<file path="config.mk">
export PLATFORM = sky130hd
export DESIGN_NAME = fls_host
export DESIGN_NICKNAME = d
export VERILOG_FILES = /design/src/core/fls_pkg.sv /design/src/core/fls_host.sv /design/src/core/fls_sts_mon.sv
export SDC_FILE = /design/constraint.sdc
export NUM_CORES = 1
export LEC_CHECK = 0
export ABC_AREA = 0
export BUFFER_PORTS_ARGS = -buffer_cell sky130_fd_sc_hd__clkbuf_2
export CAP_MARGIN = 10
export CORE_ASPECT_RATIO = 1.75
export CORE_MARGIN = 3
export CORE_UTILIZATION = 54
export DETAILED_ROUTE_END_ITERATION = 8
export PLACE_DENSITY = 0.76
export SYNTH_ARGS = -nofsm -noshare
export SYNTH_HDL_FRONTEND = slang
export SYNTH_HIERARCHICAL = 1
export SYNTH_SLANG_ARGS = --single-unit
export TNS_END_PERCENT = 20
</file>
<file path="constraint.sdc">
create_clock -name pclk -period 3.4 [get_ports pclk]
set_clock_uncertainty 0.2 [all_clocks]
set_input_delay 0.68 -clock pclk [delete_from_list [all_inputs] [get_ports pclk]]
set_output_delay 0.68 -clock pclk [all_outputs]
set_load 0.02 [all_outputs]
</file>
<file path="src/core/fls_pkg.sv">
// Shared constants, types and register map for the flash lock/status host controller
package fls_pkg;
	localparam int CLK_MHZ = 100;

	// Our own APB register map (byte addresses)
	localparam logic [7:0] REG_CTRL = 8'h00;
	localparam logic [7:0] REG_CMD  = 8'h04;
	localparam logic [7:0] REG_STAT = 8'h08;

	// Control register fields
	localparam int CTRL_CFG_LSB = 0;
	localparam int CTRL_WP_BIT  = 8;
	localparam int CTRL_PD_BIT  = 9;
	localparam logic [1:0] CFG_RESET = 2'h0;

	// Command register codes
	localparam logic [2:0] OP_CLEAR_LOCKS = 3'h1;
	localparam logic [2:0] OP_CONFIG_PIN  = 3'h2;
	localparam logic [2:0] OP_CLEAR_SR    = 3'h3;
	localparam logic [2:0] OP_READ_SR     = 3'h4;
	localparam logic [2:0] OP_READ_XSR    = 3'h5;

	// Status register fields
	localparam int STAT_XSR_LSB  = 8;
	localparam int STAT_BUSY     = 16;
	localparam int STAT_DONE     = 17;
	localparam int STAT_REFUSED  = 18;
	localparam int STAT_LOCK_UND = 19;
	localparam int STAT_PIN_LVL  = 20;
	localparam int STAT_PULSE    = 21;
	localparam int STAT_MODE_LSB = 22;

	// Device status bit positions
	localparam int SR_READY    = 7;
	localparam int SR_ERS_SUSP = 6;
	localparam int SR_ERS_ERR  = 5;
	localparam int SR_PRG_ERR  = 4;
	localparam int SR_PRG_SUSP = 2;
	localparam logic [7:0] SR_MASK  = 8'hfe;
	localparam logic [7:0] XSR_MASK = 8'h80;

	// Device opcode and config code layout
	localparam logic [7:0] OPC_PIN_CONFIG = 8'hb8;
	localparam logic [7:0] CFG_CODE_MASK  = 8'h03;

	// Pin timing
	localparam int WE_NS        = 60;
	localparam int WR_GAP_NS    = 30;
	localparam int RD_NS        = 150;
	localparam int STS_PULSE_NS = 250;
	localparam int WE_CYC       = (WE_NS * CLK_MHZ + 999) / 1000;
	localparam int GAP_CYC      = (WR_GAP_NS * CLK_MHZ + 999) / 1000;
	localparam int RD_CYC       = (RD_NS * CLK_MHZ + 999) / 1000;
	localparam int STS_MIN_CYC  = (STS_PULSE_NS * CLK_MHZ) / 2000;

	typedef struct packed {
		logic       reset_powerdown_n;
		logic       write_protect_n;
		logic       ce_n;
		logic       oe_n;
		logic       we_n;
		logic       dq_oe_n;
		logic [7:0] dq_out;
	} fls_pins_t;
endpackage

</file>
<file path="src/core/fls_host.sv">
// Host controller: APB registers to flash command writes, status polling and pin monitoring
`timescale 1ns/100ps
module fls_host #(
	parameter logic [7:0] OPC_CLR_SETUP   = 8'h60,
	parameter logic [7:0] OPC_CLR_CONFIRM = 8'hd0,
	parameter logic [7:0] OPC_READ_SR     = 8'h70,
	parameter logic [7:0] OPC_CLEAR_SR    = 8'h50,
	parameter logic [7:0] OPC_READ_XSR    = 8'h71
) (
	input  wire logic              pclk,
	input  wire logic              presetn,
	input  wire logic              psel,
	input  wire logic              penable,
	input  wire logic              pwrite,
	input  wire logic [7:0]        paddr,
	input  wire logic [31:0]       pwdata,
	output logic [31:0]            prdata,
	output logic                   pready,
	output logic                   pslverr,
	output fls_pkg::fls_pins_t     flash,
	input  wire logic [7:0]        flash_dq_in,
	input  wire logic              completion_output_pin
);
	typedef enum logic [3:0] {
		ST_IDLE, ST_CL_SETUP, ST_CL_CONF, ST_POLL_CMD, ST_POLL_RD, ST_CHECK, ST_CLR_SR,
		ST_CF_STCMD, ST_CF_STRD, ST_CF_CHK, ST_CF_CMD, ST_CF_DATA, ST_XSR_CMD, ST_XSR_RD
	} fls_state_t;

	localparam logic [7:0] WR_LAST = 8'(fls_pkg::WE_CYC + fls_pkg::GAP_CYC - 1);
	localparam logic [7:0] RD_LAST = 8'(fls_pkg::RD_CYC + fls_pkg::GAP_CYC - 1);
	localparam logic [7:0] RD_SMP  = 8'(fls_pkg::RD_CYC - 1);

	fls_state_t         state_reg, state_next;
	logic [7:0]         cnt_reg, cnt_next;
	logic [9:0]         ctrl_reg, ctrl_next;
	logic [7:0]         sr_reg, sr_next, xsr_reg, xsr_next;
	logic [1:0]         mode_reg, mode_next;
	logic               is_clear_reg, is_clear_next;
	logic               done_reg, done_next, refused_reg, refused_next;
	logic               undef_reg, undef_next, pulse_reg, pulse_next;
	logic [31:0]        prdata_reg, prdata_next;
	logic               pready_reg, pready_next, pslverr_reg, pslverr_next;
	fls_pkg::fls_pins_t pins_reg, pins_next;
	logic [7:0]         dq_s1_reg, dq_s2_reg;
	logic               pin_level, pin_done;
	logic               wr_take, cmd_take, bus_done, is_write_st, is_read_st;

	fls_sts_mon u_mon (
		.pclk       (pclk),
		.presetn    (presetn),
		.pin_in     (completion_output_pin),
		.level      (pin_level),
		.done_pulse (pin_done)
	);

	function automatic logic [7:0] cmd_byte(input fls_state_t st, input logic [1:0] code);
		unique case (st)
			ST_CL_SETUP: cmd_byte = OPC_CLR_SETUP;
			ST_CL_CONF:  cmd_byte = OPC_CLR_CONFIRM;
			ST_CLR_SR:   cmd_byte = OPC_CLEAR_SR;
			ST_CF_CMD:   cmd_byte = fls_pkg::OPC_PIN_CONFIG;
			ST_CF_DATA:  cmd_byte = {6'h00, code} & fls_pkg::CFG_CODE_MASK;
			ST_XSR_CMD:  cmd_byte = OPC_READ_XSR;
			default:     cmd_byte = OPC_READ_SR;
		endcase
	endfunction

	always_comb begin
		is_write_st = state_reg inside {ST_CL_SETUP, ST_CL_CONF, ST_POLL_CMD, ST_CLR_SR,
			ST_CF_STCMD, ST_CF_CMD, ST_CF_DATA, ST_XSR_CMD};
		is_read_st  = state_reg inside {ST_POLL_RD, ST_CF_STRD, ST_XSR_RD};
		bus_done    = (is_write_st && cnt_reg == WR_LAST) || (is_read_st && cnt_reg == RD_LAST);
		wr_take     = psel && penable && pready_reg && pwrite;
		cmd_take    = wr_take && paddr == fls_pkg::REG_CMD;
	end

	// APB slave: registered answer, one access cycle, zero wait states
	always_comb begin
		pready_next  = psel && !penable;
		prdata_next  = 32'h0000_0000;
		pslverr_next = 1'b0;
		if (psel && !penable) begin
			unique case (paddr)
				fls_pkg::REG_CTRL: prdata_next = {22'h000000, ctrl_reg};
				fls_pkg::REG_CMD:  prdata_next = 32'h0000_0000;
				fls_pkg::REG_STAT: begin
					prdata_next[7:0] = sr_reg;
					prdata_next[fls_pkg::STAT_XSR_LSB +: 8] = xsr_reg;
					prdata_next[fls_pkg::STAT_BUSY]     = state_reg != ST_IDLE;
					prdata_next[fls_pkg::STAT_DONE]     = done_reg;
					prdata_next[fls_pkg::STAT_REFUSED]  = refused_reg;
					prdata_next[fls_pkg::STAT_LOCK_UND] = undef_reg;
					prdata_next[fls_pkg::STAT_PIN_LVL]  = pin_level;
					prdata_next[fls_pkg::STAT_PULSE]    = pulse_reg;
					prdata_next[fls_pkg::STAT_MODE_LSB +: 2] = mode_reg;
				end
				default: pslverr_next = 1'b1;
			endcase
		end
	end

	// Sequencer
	always_comb begin
		state_next    = state_reg;
		cnt_next      = bus_done ? 8'h00 : cnt_reg + 8'h01;
		ctrl_next     = ctrl_reg;
		sr_next       = sr_reg;
		xsr_next      = xsr_reg;
		mode_next     = mode_reg;
		is_clear_next = is_clear_reg;
		done_next     = done_reg;
		refused_next  = refused_reg;
		undef_next    = undef_reg;
		pulse_next    = pulse_reg;
		if (state_reg == ST_IDLE)
			cnt_next = 8'h00;
		if (wr_take && paddr == fls_pkg::REG_CTRL)
			ctrl_next = pwdata[9:0];
		if (cmd_take) begin
			if (state_reg != ST_IDLE || ctrl_reg[fls_pkg::CTRL_PD_BIT]) begin
				refused_next = 1'b1;
			end else begin
				refused_next  = 1'b0;
				done_next     = 1'b0;
				pulse_next    = 1'b0;
				is_clear_next = 1'b0;
				unique case (pwdata[2:0])
					fls_pkg::OP_CLEAR_LOCKS: begin
						// Without protect high the device would reject the clear
						if (ctrl_reg[fls_pkg::CTRL_WP_BIT]) begin
							state_next    = ST_CL_SETUP;
							is_clear_next = 1'b1;
						end else begin
							refused_next = 1'b1;
						end
					end
					fls_pkg::OP_CONFIG_PIN: state_next = ST_CF_STCMD;
					fls_pkg::OP_CLEAR_SR:   state_next = ST_CLR_SR;
					fls_pkg::OP_READ_SR:    state_next = ST_POLL_CMD;
					fls_pkg::OP_READ_XSR:   state_next = ST_XSR_CMD;
					default:                refused_next = 1'b1;
				endcase
			end
		end
		if (pin_done && mode_reg != 2'h0)
			pulse_next = 1'b1;
		if (bus_done) begin
			unique case (state_reg)
				ST_CL_SETUP: state_next = ST_CL_CONF;
				ST_CL_CONF:  state_next = ST_POLL_RD;
				ST_POLL_CMD: state_next = ST_POLL_RD;
				ST_CF_STCMD: state_next = ST_CF_STRD;
				ST_CF_CMD:   state_next = ST_CF_DATA;
				ST_CF_DATA: begin
					mode_next  = ctrl_reg[fls_pkg::CTRL_CFG_LSB +: 2];
					state_next = ST_POLL_CMD;
				end
				ST_XSR_CMD:  state_next = ST_XSR_RD;
				ST_POLL_RD:  state_next = ST_CHECK;
				ST_CF_STRD:  state_next = ST_CF_CHK;
				ST_XSR_RD: begin
					state_next = ST_IDLE;
					done_next  = 1'b1;
				end
				default: begin
					state_next = ST_IDLE;
					done_next  = 1'b1;
				end
			endcase
		end
		if (is_read_st && cnt_reg == RD_SMP) begin
			if (state_reg == ST_XSR_RD)
				xsr_next = dq_s2_reg & fls_pkg::XSR_MASK;
			else
				sr_next = dq_s2_reg & fls_pkg::SR_MASK;
		end
		if (state_reg == ST_CHECK) begin
			cnt_next = 8'h00;
			if (!sr_reg[fls_pkg::SR_READY]) begin
				state_next = ST_POLL_RD;
			end else if (sr_reg[fls_pkg::SR_ERS_ERR] || sr_reg[fls_pkg::SR_PRG_ERR]) begin
				// Failure code stays in the captured copy; the device copy is wiped
				state_next = ST_CLR_SR;
			end else begin
				state_next = ST_IDLE;
				done_next  = 1'b1;
				if (is_clear_reg)
					undef_next = 1'b0;
			end
		end
		if (state_reg == ST_CF_CHK) begin
			cnt_next = 8'h00;
			if (sr_reg[fls_pkg::SR_READY] && !sr_reg[fls_pkg::SR_ERS_SUSP] && !sr_reg[fls_pkg::SR_PRG_SUSP]) begin
				state_next = ST_CF_CMD;
			end else begin
				state_next   = ST_IDLE;
				refused_next = 1'b1;
			end
		end
		// Software pulling protect low or powering down mid-clear scrambles the lock-bits
		if (state_reg != ST_IDLE && (!ctrl_next[fls_pkg::CTRL_WP_BIT] || ctrl_next[fls_pkg::CTRL_PD_BIT])) begin
			if (is_clear_reg && state_reg != ST_CL_SETUP)
				undef_next = 1'b1;
			if (is_clear_reg || ctrl_next[fls_pkg::CTRL_PD_BIT]) begin
				state_next   = ST_IDLE;
				refused_next = 1'b1;
			end
		end
		if (ctrl_next[fls_pkg::CTRL_PD_BIT])
			mode_next = fls_pkg::CFG_RESET;
	end

	always_comb begin
		pins_next.reset_powerdown_n = !ctrl_next[fls_pkg::CTRL_PD_BIT];
		pins_next.write_protect_n   = ctrl_next[fls_pkg::CTRL_WP_BIT];
		pins_next.ce_n    = 1'b1;
		pins_next.oe_n    = 1'b1;
		pins_next.we_n    = 1'b1;
		pins_next.dq_oe_n = 1'b1;
		pins_next.dq_out  = cmd_byte(state_next, ctrl_reg[fls_pkg::CTRL_CFG_LSB +: 2]);
		if (state_next inside {ST_CL_SETUP, ST_CL_CONF, ST_POLL_CMD, ST_CLR_SR, ST_CF_STCMD,
			ST_CF_CMD, ST_CF_DATA, ST_XSR_CMD}) begin
			// Data held one cycle past the strobe for hold time
			pins_next.dq_oe_n = cnt_next > 8'(fls_pkg::WE_CYC);
			pins_next.ce_n    = cnt_next >= 8'(fls_pkg::WE_CYC);
			pins_next.we_n    = cnt_next >= 8'(fls_pkg::WE_CYC);
		end else if (state_next inside {ST_POLL_RD, ST_CF_STRD, ST_XSR_RD}) begin
			pins_next.ce_n = cnt_next >= 8'(fls_pkg::RD_CYC);
			pins_next.oe_n = cnt_next >= 8'(fls_pkg::RD_CYC);
		end
	end

	always_ff @(posedge pclk or negedge presetn) begin
		if (!presetn) begin
			state_reg    <= ST_IDLE;
			cnt_reg      <= 8'h00;
			ctrl_reg     <= 10'h000;
			sr_reg       <= 8'h00;
			xsr_reg      <= 8'h00;
			mode_reg     <= fls_pkg::CFG_RESET;
			is_clear_reg <= 1'b0;
			done_reg     <= 1'b0;
			refused_reg  <= 1'b0;
			undef_reg    <= 1'b0;
			pulse_reg    <= 1'b0;
			prdata_reg   <= 32'h0000_0000;
			pready_reg   <= 1'b0;
			pslverr_reg  <= 1'b0;
			pins_reg     <= {1'b1, 1'b0, 4'hf, 8'h00};
			dq_s1_reg    <= 8'h00;
			dq_s2_reg    <= 8'h00;
		end else begin
			state_reg    <= state_next;
			cnt_reg      <= cnt_next;
			ctrl_reg     <= ctrl_next;
			sr_reg       <= sr_next;
			xsr_reg      <= xsr_next;
			mode_reg     <= mode_next;
			is_clear_reg <= is_clear_next;
			done_reg     <= done_next;
			refused_reg  <= refused_next;
			undef_reg    <= undef_next;
			pulse_reg    <= pulse_next;
			prdata_reg   <= prdata_next;
			pready_reg   <= pready_next;
			pslverr_reg  <= pslverr_next;
			pins_reg     <= pins_next;
			dq_s1_reg    <= flash_dq_in;
			dq_s2_reg    <= dq_s1_reg;
		end
	end

	assign prdata  = prdata_reg;
	assign pready  = pready_reg;
	assign pslverr = pslverr_reg;
	assign flash   = pins_reg;
endmodule

</file>
<file path="src/core/fls_sts_mon.sv">
// Synchroniser and pulse detector for the device's completion output pin
`timescale 1ns/100ps
module fls_sts_mon #(
	parameter int MIN_CYC = fls_pkg::STS_MIN_CYC
) (
	input  wire logic pclk,
	input  wire logic presetn,
	input  wire logic pin_in,
	output logic      level,
	output logic      done_pulse
);
	logic       s1_reg, s2_reg, s3_reg;
	logic [7:0] low_reg, low_next;
	logic       done_reg, done_next;

	always_comb begin
		low_next  = low_reg;
		done_next = 1'b0;
		if (!s2_reg) begin
			if (low_reg != 8'hff)
				low_next = low_reg + 8'h01;
		end else begin
			low_next = 8'h00;
		end
		// Glitches shorter than half the typical width are not counted
		if (s2_reg && !s3_reg && low_reg >= 8'(MIN_CYC))
			done_next = 1'b1;
	end

	always_ff @(posedge pclk or negedge presetn) begin
		if (!presetn) begin
			s1_reg   <= 1'b1;
			s2_reg   <= 1'b1;
			s3_reg   <= 1'b1;
			low_reg  <= 8'h00;
			done_reg <= 1'b0;
		end else begin
			s1_reg   <= pin_in;
			s2_reg   <= s1_reg;
			s3_reg   <= s2_reg;
			low_reg  <= low_next;
			done_reg <= done_next;
		end
	end

	assign level      = s3_reg;
	assign done_pulse = done_reg;
endmodule

</file>
======== Word level (Yosys, flattened, before mapping) ========
Cells that the tools add are included.
word-level totals
  output and inout port bits .............. 48
  register bits ........................... 113
  input bits .............................. 54
cells by class
  equal/unequal tests ..................... 37
  muxes and demuxes ....................... 59
  bitwise gates (word level) .............. 2
  reductions and logical operators ........ 48
  $add $sub $neg .......................... 2
  $lt $le $gt $ge ......................... 4
operators with widths
  kind                                                  number
  2-to-1 mux 8 bit                                      6
  one-hot mux 24 bit (2 select lines)                   1
  one-hot mux 8 bit (6 select lines)                    1
  == test 4 bit (second input constant)                 11
  2-to-1 mux 4 bit                                      9
  one-hot mux 4 bit (8 select lines)                    1
  2-to-1 mux 1 bit                                      30
  == test 4 x 3 -> 1 bit (second input constant)        7
  == test 8 x 4 -> 1 bit (second input constant)        3
  2-to-1 mux 24 bit                                     1
  one-hot mux 4 bit (5 select lines)                    1
  adder 8 x 1 -> 8 bit (second input constant)          2
  == test 4 x 2 -> 1 bit (second input constant)        4
  >= comparator 8 x 4 -> 1 bit (second input constant)  2
  logical AND 1 bit                                     16
  nonzero test 8 bit                                    2
  2-to-1 mux 10 bit                                     1
  2-to-1 mux 2 bit                                      5
  AND reduction 2 bit                                   5
  nonzero test 2 bit                                    5
  OR reduction 9 bit                                    1
  == test 4 x 1 -> 1 bit (second input constant)        2
  == test 8 x 3 -> 1 bit (second input constant)        1
  == test 8 x 5 -> 1 bit (second input constant)        1
  20 further kinds                                      34

======== Depth between registers and ports, before layout ========
Gate-level depths: netlist (run 1).
  depth after elaboration ................. 14
  gate-level depth with buffers ........... 12
  mapped depth without buffers ............ 11

======== By module ========
The synthesis (run 1) kept the hierarchy.
modules (own cells, without submodules)
  module       area each (µm²)  sequential area each (µm²)  cells each  instances
  fls_host     3,990.1          2,108.3                     355         1
  fls_sts_mon  596.8            304.0                       56          1

======== Least setup slack after synthesis (run 1) ========
OpenSTA, ideal clock, no wires.
  path type ............................... input port to flip-flop
  start point ............................. in paddr[1]
  end point ............................... reg pins_reg, in the netlist flash[11]
  arrival ................................. 2.393 ns
  setup time .............................. 0.081 ns
  stages .................................. 9
  slack ................................... 0.726 ns
  path buffers ............................ 1
  cells stage by stage .................... nor4_1 > nand4_1 > mux2i_2 > nor3_1 > and3_1 > buf_4 > nand2_1 > and3_1 > a211oi_2
RTL lines
  what                  RTL line         source
  start, declared       fls_host.sv:15   input wire logic [7:0] paddr,
  end signal, assigned  fls_host.sv:249  pins_reg <= {1'b1, 1'b0, 4'hf, 8'h00};
  end signal, assigned  fls_host.sv:267  pins_reg <= pins_next;
  end, declared         fls_host.sv:43   fls_pkg::fls_pins_t pins_reg, pins_next;

==> results of run 1 <==
final timing paths:
| check | from | end | slack [ps] | depth (start not counted) |
|---|---|---|---|---|
| min reg2reg | dq_s1_reg[5] | dq_s2_reg[5] | 150 | 0 |
| max in group asynchronous | presetn | u_mon/s1_reg | 2050 | 2 |
| max | cnt_reg[0] | flash[11] | 360 | 11 |
| max reg2reg | cnt_reg[0] | flash[11] | 360 | 11 |
| min in group asynchronous | presetn | prdata[3] | 160 | 1 |
| min | dq_s1_reg[5] | dq_s2_reg[5] | 150 | 0 |
layout by cell type (no fill, tap or decap), types with 7 or more instances in the layout:
cell type / count
a21oi_1: 10
and3_1: 15
buf_4: 11
clkbuf_16: 9
clkbuf_2: 63
conb_1: 14
dfrtp_1: 88
dfstp_2: 8
inv_1: 12
mux2_2: 20
mux2i_1: 14
nand2_1: 28
nand3_1: 11
nor2_1: 34
nor2b_1: 8
nor3_1: 12
nor3b_1: 8
o21ai_0: 7
worst reg2reg max path, cell delays in order (launching register included):
cell	delay, ps
dfrtp_1	480
inv_1	110
ha_1	220
and4bb_2	250
nand2_1	130
o22ai_2	150
buf_4	190
or2_1	350
a21o_1	250
mux2i_1	200
mux2i_1	140
a211oi_2	290
metal layers:
metal / up-vias / global-route usage [%]
li1: 1562 / -
met1: 1606 / 22.2
met2: 96 / 35.5
met3: 23 / 4.40
met4: 0 / 11.5
met5: - / 0
cell families after synthesis:
group | share of synthesized area, %
AO/OA/AOI/OAI | 11.1
XOR/XNOR | 1.72
adder cells (fa/ha/maj) | 1.64
buffers and inverters | 5.78
flip-flops | 52.6
multiplexers | 8.51
other | 0.0818
AND/OR/NAND/NOR | 18.5
report_power, final:
part           switching (uW)  internal [uW]
sequential               13.1           1160
clock                     419            499
combinational            67.0           29.9
total                     499           1690
through the flow:
step / instances / area, um^2 / total power, uW / util (%) / setup slack (ps)
after floorplan: 424 / 4640 / 1250 / - / 726
after global placement: 555 / 4930 / 1290 / 61.1 / 330
after detailed placement: 555 / 4930 / 1290 / 61.1 / 288
after CTS: 571 / 5200 / 2210 / 64.4 / 367
after global routing: 571 / 5200 / 2280 / 64.4 / 190
final: 571 / 5200 / 2190 / 64.4 / 365
final cells by class:
class,instances,area [um^2]
clock buffers,10,229
clock inverters,6,41.3
fillers,638,2870
inverters,13,50.0
multi-input cells,282,1960
flip-flops and latches,96,2410
well taps,90,113
repair buffers,74,398
==> summary.txt, run 1 <==
Power
  • Peak supply drop: 347 uV
  • Power density of the placed cells: 421 nW/um^2
  • Leakage power total: 0.00250 uW

Detailed routing
  • Mean routed wirelength per cell: 15.9 um
  • Highest metal layer with signal wires: met4
  • DR vias/cell: 5.76
  • Met3 routed WL: 366 um
  • Total length of routed met2 wires: 4.98 mm
  • Iteration-0 DRC Markers: 187
  • Total number of vias: 3,287
  • Final ANT Viol Nets: 0
  • First-pass detailed-route iteration total: 4
  • DRC violations left: 0
  • Wire length reported by the detailed router: 9.06 mm
  • Wire length on met1: 3.34 mm

STA
  • Fmax: 0.329 GHz
  • Max-slew violation total from the final report: 0
  • TNS Setup: 0 ps
  • Worst Max-Slew Pin Slew: 798 ps
  • Worst Hold Slack: 150 ps
  • Final hold violation count: 0
  • Headroom to the max-slew limit: 46.3%
  • Count of final setup violators: 0
  • Final critical delay including setup and external delays: 3040 ps
  • Unrepaired setup endpoints after global routing: false
  • Crit share post-route: 89.3%

Yosys
  • Sequential-to-total area share from yosys stat: 52.6%
  • Top-area cell type share of the netlist area: 48.0%
  • Top cell type by total area after synthesis: dfrtp_1
  • Most numerous cell types in the synthesized netlist: 88 x dfrtp_1, 34 x nor2_1, 28 x nand2_1, 20 x buf_4, 20 x mux2_2
  • Ys async rst share: 100%
  • Top area cells in the synthesized netlist: dfrtp_1 48%, mux2_2 4.9%, dfstp_2 4.6%, buf_4 3.3%, mux2i_1 3.1%
  • Per-instance average area after synthesis: 11.2 um^2
  • EDFF count, synth: 0
  • Synth Instances: 411
  • Count of distinct cell types in the synthesized netlist: 79
  • Count of warnings emitted by yosys: 6
  • Number of register bits inferred by synthesis: 96
  • Top FF cell, synth: dfrtp_1
  • Cell with the most instances after synthesis: dfrtp_1
  • Cell area after synthesis: 4590 um^2

Die
  • Die Outline Area: 9680 um^2
  • Starting Density: 56.8%
  • I/O pins: 102
  • Die X: 75.7 um
  • CORE AREA: 8070 um^2
  • Total number of placement rows: 43
  • Die height: 128 um

CTS
  • CTS tree: yes
  • Count of instances resized after the clock tree is built: 0
  • Sink Count: 96
  • Worst skew pair latency: 340 ps
  • Master cell of the clock root buffer: clkbuf_16
  • Cts hold-fix bufs: 0
  • Number of levels in the clock H-tree: 3
  • Buffers from clock root to sink, at most: 2
  • Clock Pin Slew Worst Setup and Hold Paths: 60 ps
  • Buffers inserted during post-CTS setup optimization: 0
  • Number of buffers created by CTS: 9

Worst setup path
  • Setup crit start kind: flip-flop
  • Critical path's most frequent cell: mux2i_1
  • Top fanout value on the critical path: 9
  • Worst setup EP type: flip-flop
  • Required time worst endpoint: 3440 ps
  • Data arrival, critical path: 3080 ps
  • Cell with the largest stage delay on the worst path: dfrtp_1
  • Stage delay of the slowest cell on the critical path: 480 ps
  • Crit-path leading delay family: simple AND/OR/NAND/NOR gates
  • Crit-path cells: inv_1, ha_1, and4bb_2, nand2_1, o22ai_2, buf_4, or2_1, a21o_1, mux2i_1, mux2i_1, a211oi_2
  • Bufs and invs on worst path: 2
  • Setup Crit Path Kind: reg2reg

Global route
  • Maximum number of pins on one net before global-route repair: 56
  • Number of global-route vias before repair: 3,237
  • Remaining Overflow, GRT: 0
  • First-pass GRT wire length: 15.2 mm
  • Antenna violations before repair: 0
  • Total routing resource utilization after global routing: 20.5%

Finish
  • Count of nets after finishing: 536
  • Synth-to-layout area growth: 13.4%
  • Number of flip-flops in the largest register: 19
  • Fraction of final layout cells with drive strength greater than 1: 28.7%
  • Diode insertion count for antenna repair: 0

Hold path
  • Kind of path behind the tightest hold check: reg2reg

Placed design
  • GPL Wtd Cong: 0.878
  • Half-perimeter wire length after placement: 6.73 mm
  • Number of input and output port buffers inserted: 64

Job
  • Count of max-cap constraint violations: 0

Status
  • Status: completed
Power figures use the tool's default switching activity.
==> run 2, diff against run 1 <==
--- a/config.mk
+++ b/config.mk
@@ -12,6 +12,7 @@
 export CORE_MARGIN = 3
 export CORE_UTILIZATION = 54
 export DETAILED_ROUTE_END_ITERATION = 8
+export MAX_ROUTING_LAYER = met4
 export PLACE_DENSITY = 0.76
 export SYNTH_ARGS = -nofsm -noshare
 export SYNTH_HDL_FRONTEND = slang
==> summary.txt, run 2 (synthesized netlist as in run 1, its figures left out) <==
CTS
  • Number of levels in the clock H-tree: 3
  • Count of instances resized after the clock tree is built: 0
  • Clock Pin Slew Worst Setup and Hold Paths: 60 ps
  • Worst skew pair latency: 340 ps
  • Buffers inserted during post-CTS setup optimization: 0
  • Master cell of the clock root buffer: clkbuf_16
  • Number of buffers created by CTS: 9
  • Cts hold-fix bufs: 0
  • Buffers from clock root to sink, at most: 2
  • Sink Count: 96
  • CTS tree: yes

Placed design
  • Half-perimeter wire length after placement: 6.73 mm
  • Number of input and output port buffers inserted: 64
  • GPL Wtd Cong: 0.893
  • Number of placed cells counting well taps: 555

Detailed routing
  • Wire length reported by the detailed router: 9.04 mm
  • DRC violations left: 0
  • DR vias/cell: 5.72
  • Total number of vias: 3,268
  • Mean routed wirelength per cell: 15.8 um
  • First-pass detailed-route iteration total: 5
  • Iteration-0 DRC Markers: 203
  • Final ANT Viol Nets: 0

Die
  • Die Outline Area: 9680 um^2
  • Die X: 75.7 um
  • I/O pins: 102
  • CORE AREA: 8070 um^2
  • Die height: 128 um
  • Total number of placement rows: 43
  • Starting Density: 56.8%

Worst setup path
  • Crit-path cells: inv_1, ha_1, and4bb_2, nand2_1, o22ai_2, buf_4, or2_1, a21o_1, mux2i_1, mux2i_1, a211oi_2
  • Worst setup EP type: flip-flop
  • Crit-path leading delay family: simple AND/OR/NAND/NOR gates
  • Startpoint of the worst-slack reg-to-reg timing path: cnt_reg[0]
  • Cell with the largest stage delay on the worst path: dfrtp_1
  • Critical path's most frequent cell: mux2i_1
  • Bufs and invs on worst path: 2
  • CP startpoint: cnt_reg[0]
  • Setup crit start kind: flip-flop
  • Required time worst endpoint: 3440 ps
  • Stage delay of the slowest cell on the critical path: 480 ps
  • Top fanout value on the critical path: 9
  • Setup Crit Path Kind: reg2reg
  • Data arrival, critical path: 3080 ps

Power
  • Peak supply drop: 350 uV
  • Power density of the placed cells: 422 nW/um^2
  • Leakage power total: 0.00250 uW

STA
  • Unrepaired setup endpoints after global routing: false
  • Count of final setup violators: 0
  • Worst Max-Slew Pin Slew: 810 ps
  • Headroom to the max-slew limit: 45.6%
  • Fmax: 0.330 GHz
  • Final critical delay including setup and external delays: 3030 ps
  • TNS Setup: 0 ps
  • Max-slew violation total from the final report: 0
  • Final hold violation count: 0
  • Crit share post-route: 89.2%

Finish
  • Commonest cells after routing, fill and taps aside: 88 x dfrtp_1, 63 x clkbuf_2, 34 x nor2_1
  • Number of flip-flops in the largest register: 19
  • Count of nets after finishing: 536
  • Non-filler cells in the finished layout: 571
  • Synth-to-layout area growth: 13.4%
  • Filler instances: 638
  • Diode insertion count for antenna repair: 0
  • Fraction of final layout cells with drive strength greater than 1: 28.7%
  • Most common library cell in the layout ignoring fill and taps: dfrtp_1

Global route
  • Maximum number of pins on one net before global-route repair: 56
  • First-pass GRT wire length: 15.2 mm
  • Total routing resource utilization after global routing: 21.1%
  • Antenna violations before repair: 0
  • Number of global-route vias before repair: 3,237
  • Remaining Overflow, GRT: 0

Job
  • Count of max-cap constraint violations: 0

Hold path
  • Kind of path behind the tightest hold check: reg2reg
  • Launch instance of the worst min-delay path: dq_s1_reg[5]

Status
  • Status: completed
## run 2: power by group
part | switching, uW | internal [uW] | leakage (uW) | total (uW)
clock | 422 | 500 | 0.000137 | 921
combinational | 67.0 | 29.9 | 0.00112 | 96.9
sequential | 12.9 | 1160 | 0.00124 | 1180
total | 502 | 1690 | 0.00250 | 2190
## run 2: final cells by class
cell class	instances	area (um^2)	area share, %
clock buffer	10	229	4.40
sequential	96	2410	46.4
multi-input combinational	282	1960	37.6
inverter	13	50.0	0.962
tap	90	113	2.17
timing repair buffer	74	398	7.65
clock inverter	6	41.3	0.794
## run 2: worst reg2reg max path, cell delays in order (launching register included)
cell and delay [ps]:
dfrtp_1 480, inv_1 110, ha_1 220, and4bb_2 250, nand2_1 140, o22ai_2 150, buf_4 190, or2_1 350
a21o_1 250, mux2i_1 200, mux2i_1 140, a211oi_2 280
## run 2: metrics by stage
stage	area (um^2)	hold WS [ps]	worst slack [ps]	power, uW	utilization [%]
finish	5200	150	368	2190	64.4
global route	5200	159	190	2280	64.4
CTS	5200	152	367	2210	64.4
detailed placement	4930	135	288	1290	61.1
global placement	4930	132	330	1290	61.1
floorplan	4640	131	726	1250	-
## run 2: layer usage
layer / vias to the layer above / GRT usage (%) / part of all wire, %
li1: 1564 / - / -
met1: 1587 / 22.5 / 37
met2: 96 / 35.3 / 55
met3: 21 / 4.87 / 3.9
met4: 0 / 10.9 / 3.8
met5: - / - / 0
## run 2: worst paths after layout
check / endpoint / slack (ps) / cells past startpoint
max in group asynchronous: u_mon/s1_reg / 2060 / 2
min in group asynchronous: prdata[3] / 160 / 1
worst min-delay path: dq_s2_reg[5] / 150 / 0
worst min register to register: dq_s2_reg[5] / 150 / 0
worst max register to register: flash[11] / 370 / 11
worst max-delay path: flash[11] / 370 / 11
==> run 3, diff against run 2 <==
--- a/config.mk
+++ b/config.mk
@@ -10,12 +10,11 @@
 export CAP_MARGIN = 10
 export CORE_ASPECT_RATIO = 1.75
 export CORE_MARGIN = 3
-export CORE_UTILIZATION = 54
+export CORE_UTILIZATION = 25
 export DETAILED_ROUTE_END_ITERATION = 8
 export MAX_ROUTING_LAYER = met4
-export PLACE_DENSITY = 0.76
+export PLACE_DENSITY = 0.39
 export SYNTH_ARGS = -nofsm -noshare
 export SYNTH_HDL_FRONTEND = slang
-export SYNTH_HIERARCHICAL = 1
 export SYNTH_SLANG_ARGS = --single-unit
 export TNS_END_PERCENT = 20
==> summary.txt, run 3 <==
Placed design
  • Half-perimeter wire length after placement: 9.02 mm
  • Number of placed cells counting well taps: 722
  • Number of input and output port buffers inserted: 64
  • GPL Wtd Cong: 0.856

Finish
  • Synth-to-layout area growth: 22.5%
  • Number of flip-flops in the largest register: 19
  • Count of nets after finishing: 563
  • Most common library cell in the layout ignoring fill and taps: dfrtp_1
  • Diode insertion count for antenna repair: 0
  • Non-filler cells in the finished layout: 738
  • Fraction of final layout cells with drive strength greater than 1: 30.6%
  • Commonest cells after routing, fill and taps aside: 88 x dfrtp_1, 63 x clkbuf_2, 44 x nor2_1

Worst setup path
  • Data arrival, critical path: 3220 ps
  • Setup crit start kind: flip-flop
  • Required time worst endpoint: 3460 ps
  • Worst setup EP type: flip-flop
  • FF-to-FF path depth: 9
  • Register-to-Register Setup Slack: 240 ps
  • Top fanout value on the critical path: 12
  • Setup Crit Path Kind: reg2reg
  • Worst reg2reg endpoint: flash[11]
  • Startpoint of the worst-slack reg-to-reg timing path: state_reg[2]

CTS
  • Cts hold-fix bufs: 0
  • Number of levels in the clock H-tree: 3
  • Clock Pin Slew Worst Setup and Hold Paths: 70 ps
  • Buffers from clock root to sink, at most: 2
  • Count of instances resized after the clock tree is built: 0
  • Worst skew pair latency: 350 ps
  • Buffers inserted during post-CTS setup optimization: 0
  • CTS tree: yes
  • Number of buffers created by CTS: 9
  • Master cell of the clock root buffer: clkbuf_16
  • Sink Count: 96

Hold path
  • Kind of path behind the tightest hold check: in2async

Detailed routing
  • Iteration-0 DRC Markers: 128
  • First-pass detailed-route iteration total: 4
  • Total number of vias: 3,323
  • Wire length reported by the detailed router: 11.6 mm
  • Final ANT Viol Nets: 0
  • Mean routed wirelength per cell: 15.7 um
  • DR vias/cell: 4.50
  • DRC violations left: 0

STA
  • Fmax: 0.316 GHz
  • TNS Setup: 0 ps
  • Headroom to the max-slew limit: 58.5%
  • Unrepaired setup endpoints after global routing: false
  • Worst Max-Slew Pin Slew: 623 ps
  • Worst Hold Slack: 148 ps
  • Crit share post-route: 93.1%
  • Final critical delay including setup and external delays: 3160 ps
  • Count of final setup violators: 0
  • Max-slew violation total from the final report: 0
  • Final hold violation count: 0

Global route
  • Maximum number of pins on one net before global-route repair: 49
  • Met2 Track Usage GR: 24.3%
  • M1 GR Usage: 12.4%
  • Antenna violations before repair: 0
  • Met3 Use GR: 2.87%
  • First-pass GRT wire length: 18.8 mm
  • Total routing resource utilization after global routing: 12.9%
  • Most used routing layer: met2
  • Number of global-route vias before repair: 3,630
  • Remaining Overflow, GRT: 0

Die
  • Die X: 108 um
  • I/O pins: 102
  • Die height: 184 um
  • Starting Density: 25.7%
  • Die Outline Area: 19,900 um^2
  • CORE AREA: 17,700 um^2
  • Total number of placement rows: 64

Yosys
  • Top area cells in the synthesized netlist: dfrtp_1 48%, dfstp_2 4.6%, mux2_2 4.0%, nor2_1 3.6%, mux2i_1 3.5%
  • Ys async rst share: 100%
  • EDFF count, synth: 0
  • Top cell type by total area after synthesis: dfrtp_1
  • Per-instance average area after synthesis: 11.0 um^2
  • Count of distinct cell types in the synthesized netlist: 73
  • Top FF cell, synth: dfrtp_1
  • Count of warnings emitted by yosys: 0
  • Number of register bits inferred by synthesis: 96
  • Sequential-to-total area share from yosys stat: 53.0%
  • Cell area after synthesis: 4550 um^2
  • Synth Instances: 412
  • Top-area cell type share of the netlist area: 48.4%
  • Cell with the most instances after synthesis: dfrtp_1
  • Most numerous cell types in the synthesized netlist: 88 x dfrtp_1, 44 x nor2_1, 25 x nand2_1

Power
  • Leakage power total: 0.00262 uW
  • Power density of the placed cells: 428 nW/um^2
  • Peak supply drop: 224 uV

Job
  • Count of max-cap constraint violations: 0

Status
  • Status: completed
-- run 3: cell types whose count changed after synthesis, sizes merged, moves of 4 or more --
cell	previous run	this run
o21ai	9	16
a21oi	11	7
a211oi	5	0
mux2	21	16
nor2	35	44
nor3	12	8
clkbuf	9	5
nor2b	8	4
inv	12	17
-- run 3: how the worst max path moves through the flow --
stage,startpoint,endpoint,slack (ps),cells after the start
floorplan,paddr[1],flash[8],400,9
global placement,paddr[1],flash[11],60,10
detailed placement,pwdata[2],flash[11],90,11
CTS,cnt_reg[0],flash[0],230,11
global route,cnt_reg[0],flash[0],40,11
finish,state_reg[2],flash[11],240,9
-- run 3: metrics by stage --
step           worst slack [ps]  area [um^2]  utilization [%]  power [uW]
6_report                    236         5570             31.5        2380
5_1_grt                    41.0         5570             31.5        2490
4_1_cts                     229         5570             31.5        2430
3_5_place_dp               92.9         5250             29.7        1300
3_3_place_gp               63.9         5250             29.7        1300
2_1_floorplan               404         4600                -        1250
-- run 3: logic make-up after synthesis --
logic type,after synthesis,synth area share [%]
and+or+nand+nor,156,19.1
adders and majority gates,7,1.93
DFF,96,53.0
AOI/OAI and AO/OA,58,9.90
xor gates and xnor gates,14,2.70
other,1,0.0824
muxes,32,7.48
buffers and inverters,48,5.83
-- run 3: layout make-up --
cell class | count | area, um^2
multi-input cells | 281 | 1920
well taps | 231 | 289
repair buffers | 96 | 563
fillers | 1848 | 12100
flip-flops and latches | 96 | 2410
clock inverters | 6 | 91.3
clock buffers | 10 | 229
inverters | 18 | 67.6
-- run 3: critical path, stage by stage (launching register included) --
cell and delay [ps]:
dfrtp_1 530, nor4bb_1 240, o311ai_2 520, o31ai_4 220, buf_4 220, o211ai_2 190, nand4_1 250, a21o_1 250
o32ai_2 300, a32oi_1 150
-- run 3: per-layer routing --
layer / vias up / wire, um
met1: 1644 / 4100
met2: 69 / 6730
met5: - / 0
met4: 0 / 278
met3: 13 / 498
li1: 1597 / -
-- run 3: power breakdown --
group | internal (uW) | switching (uW)
Clock | 650 | 454
Sequential | 1160 | 10.5
Combinational | 37.1 | 69.1
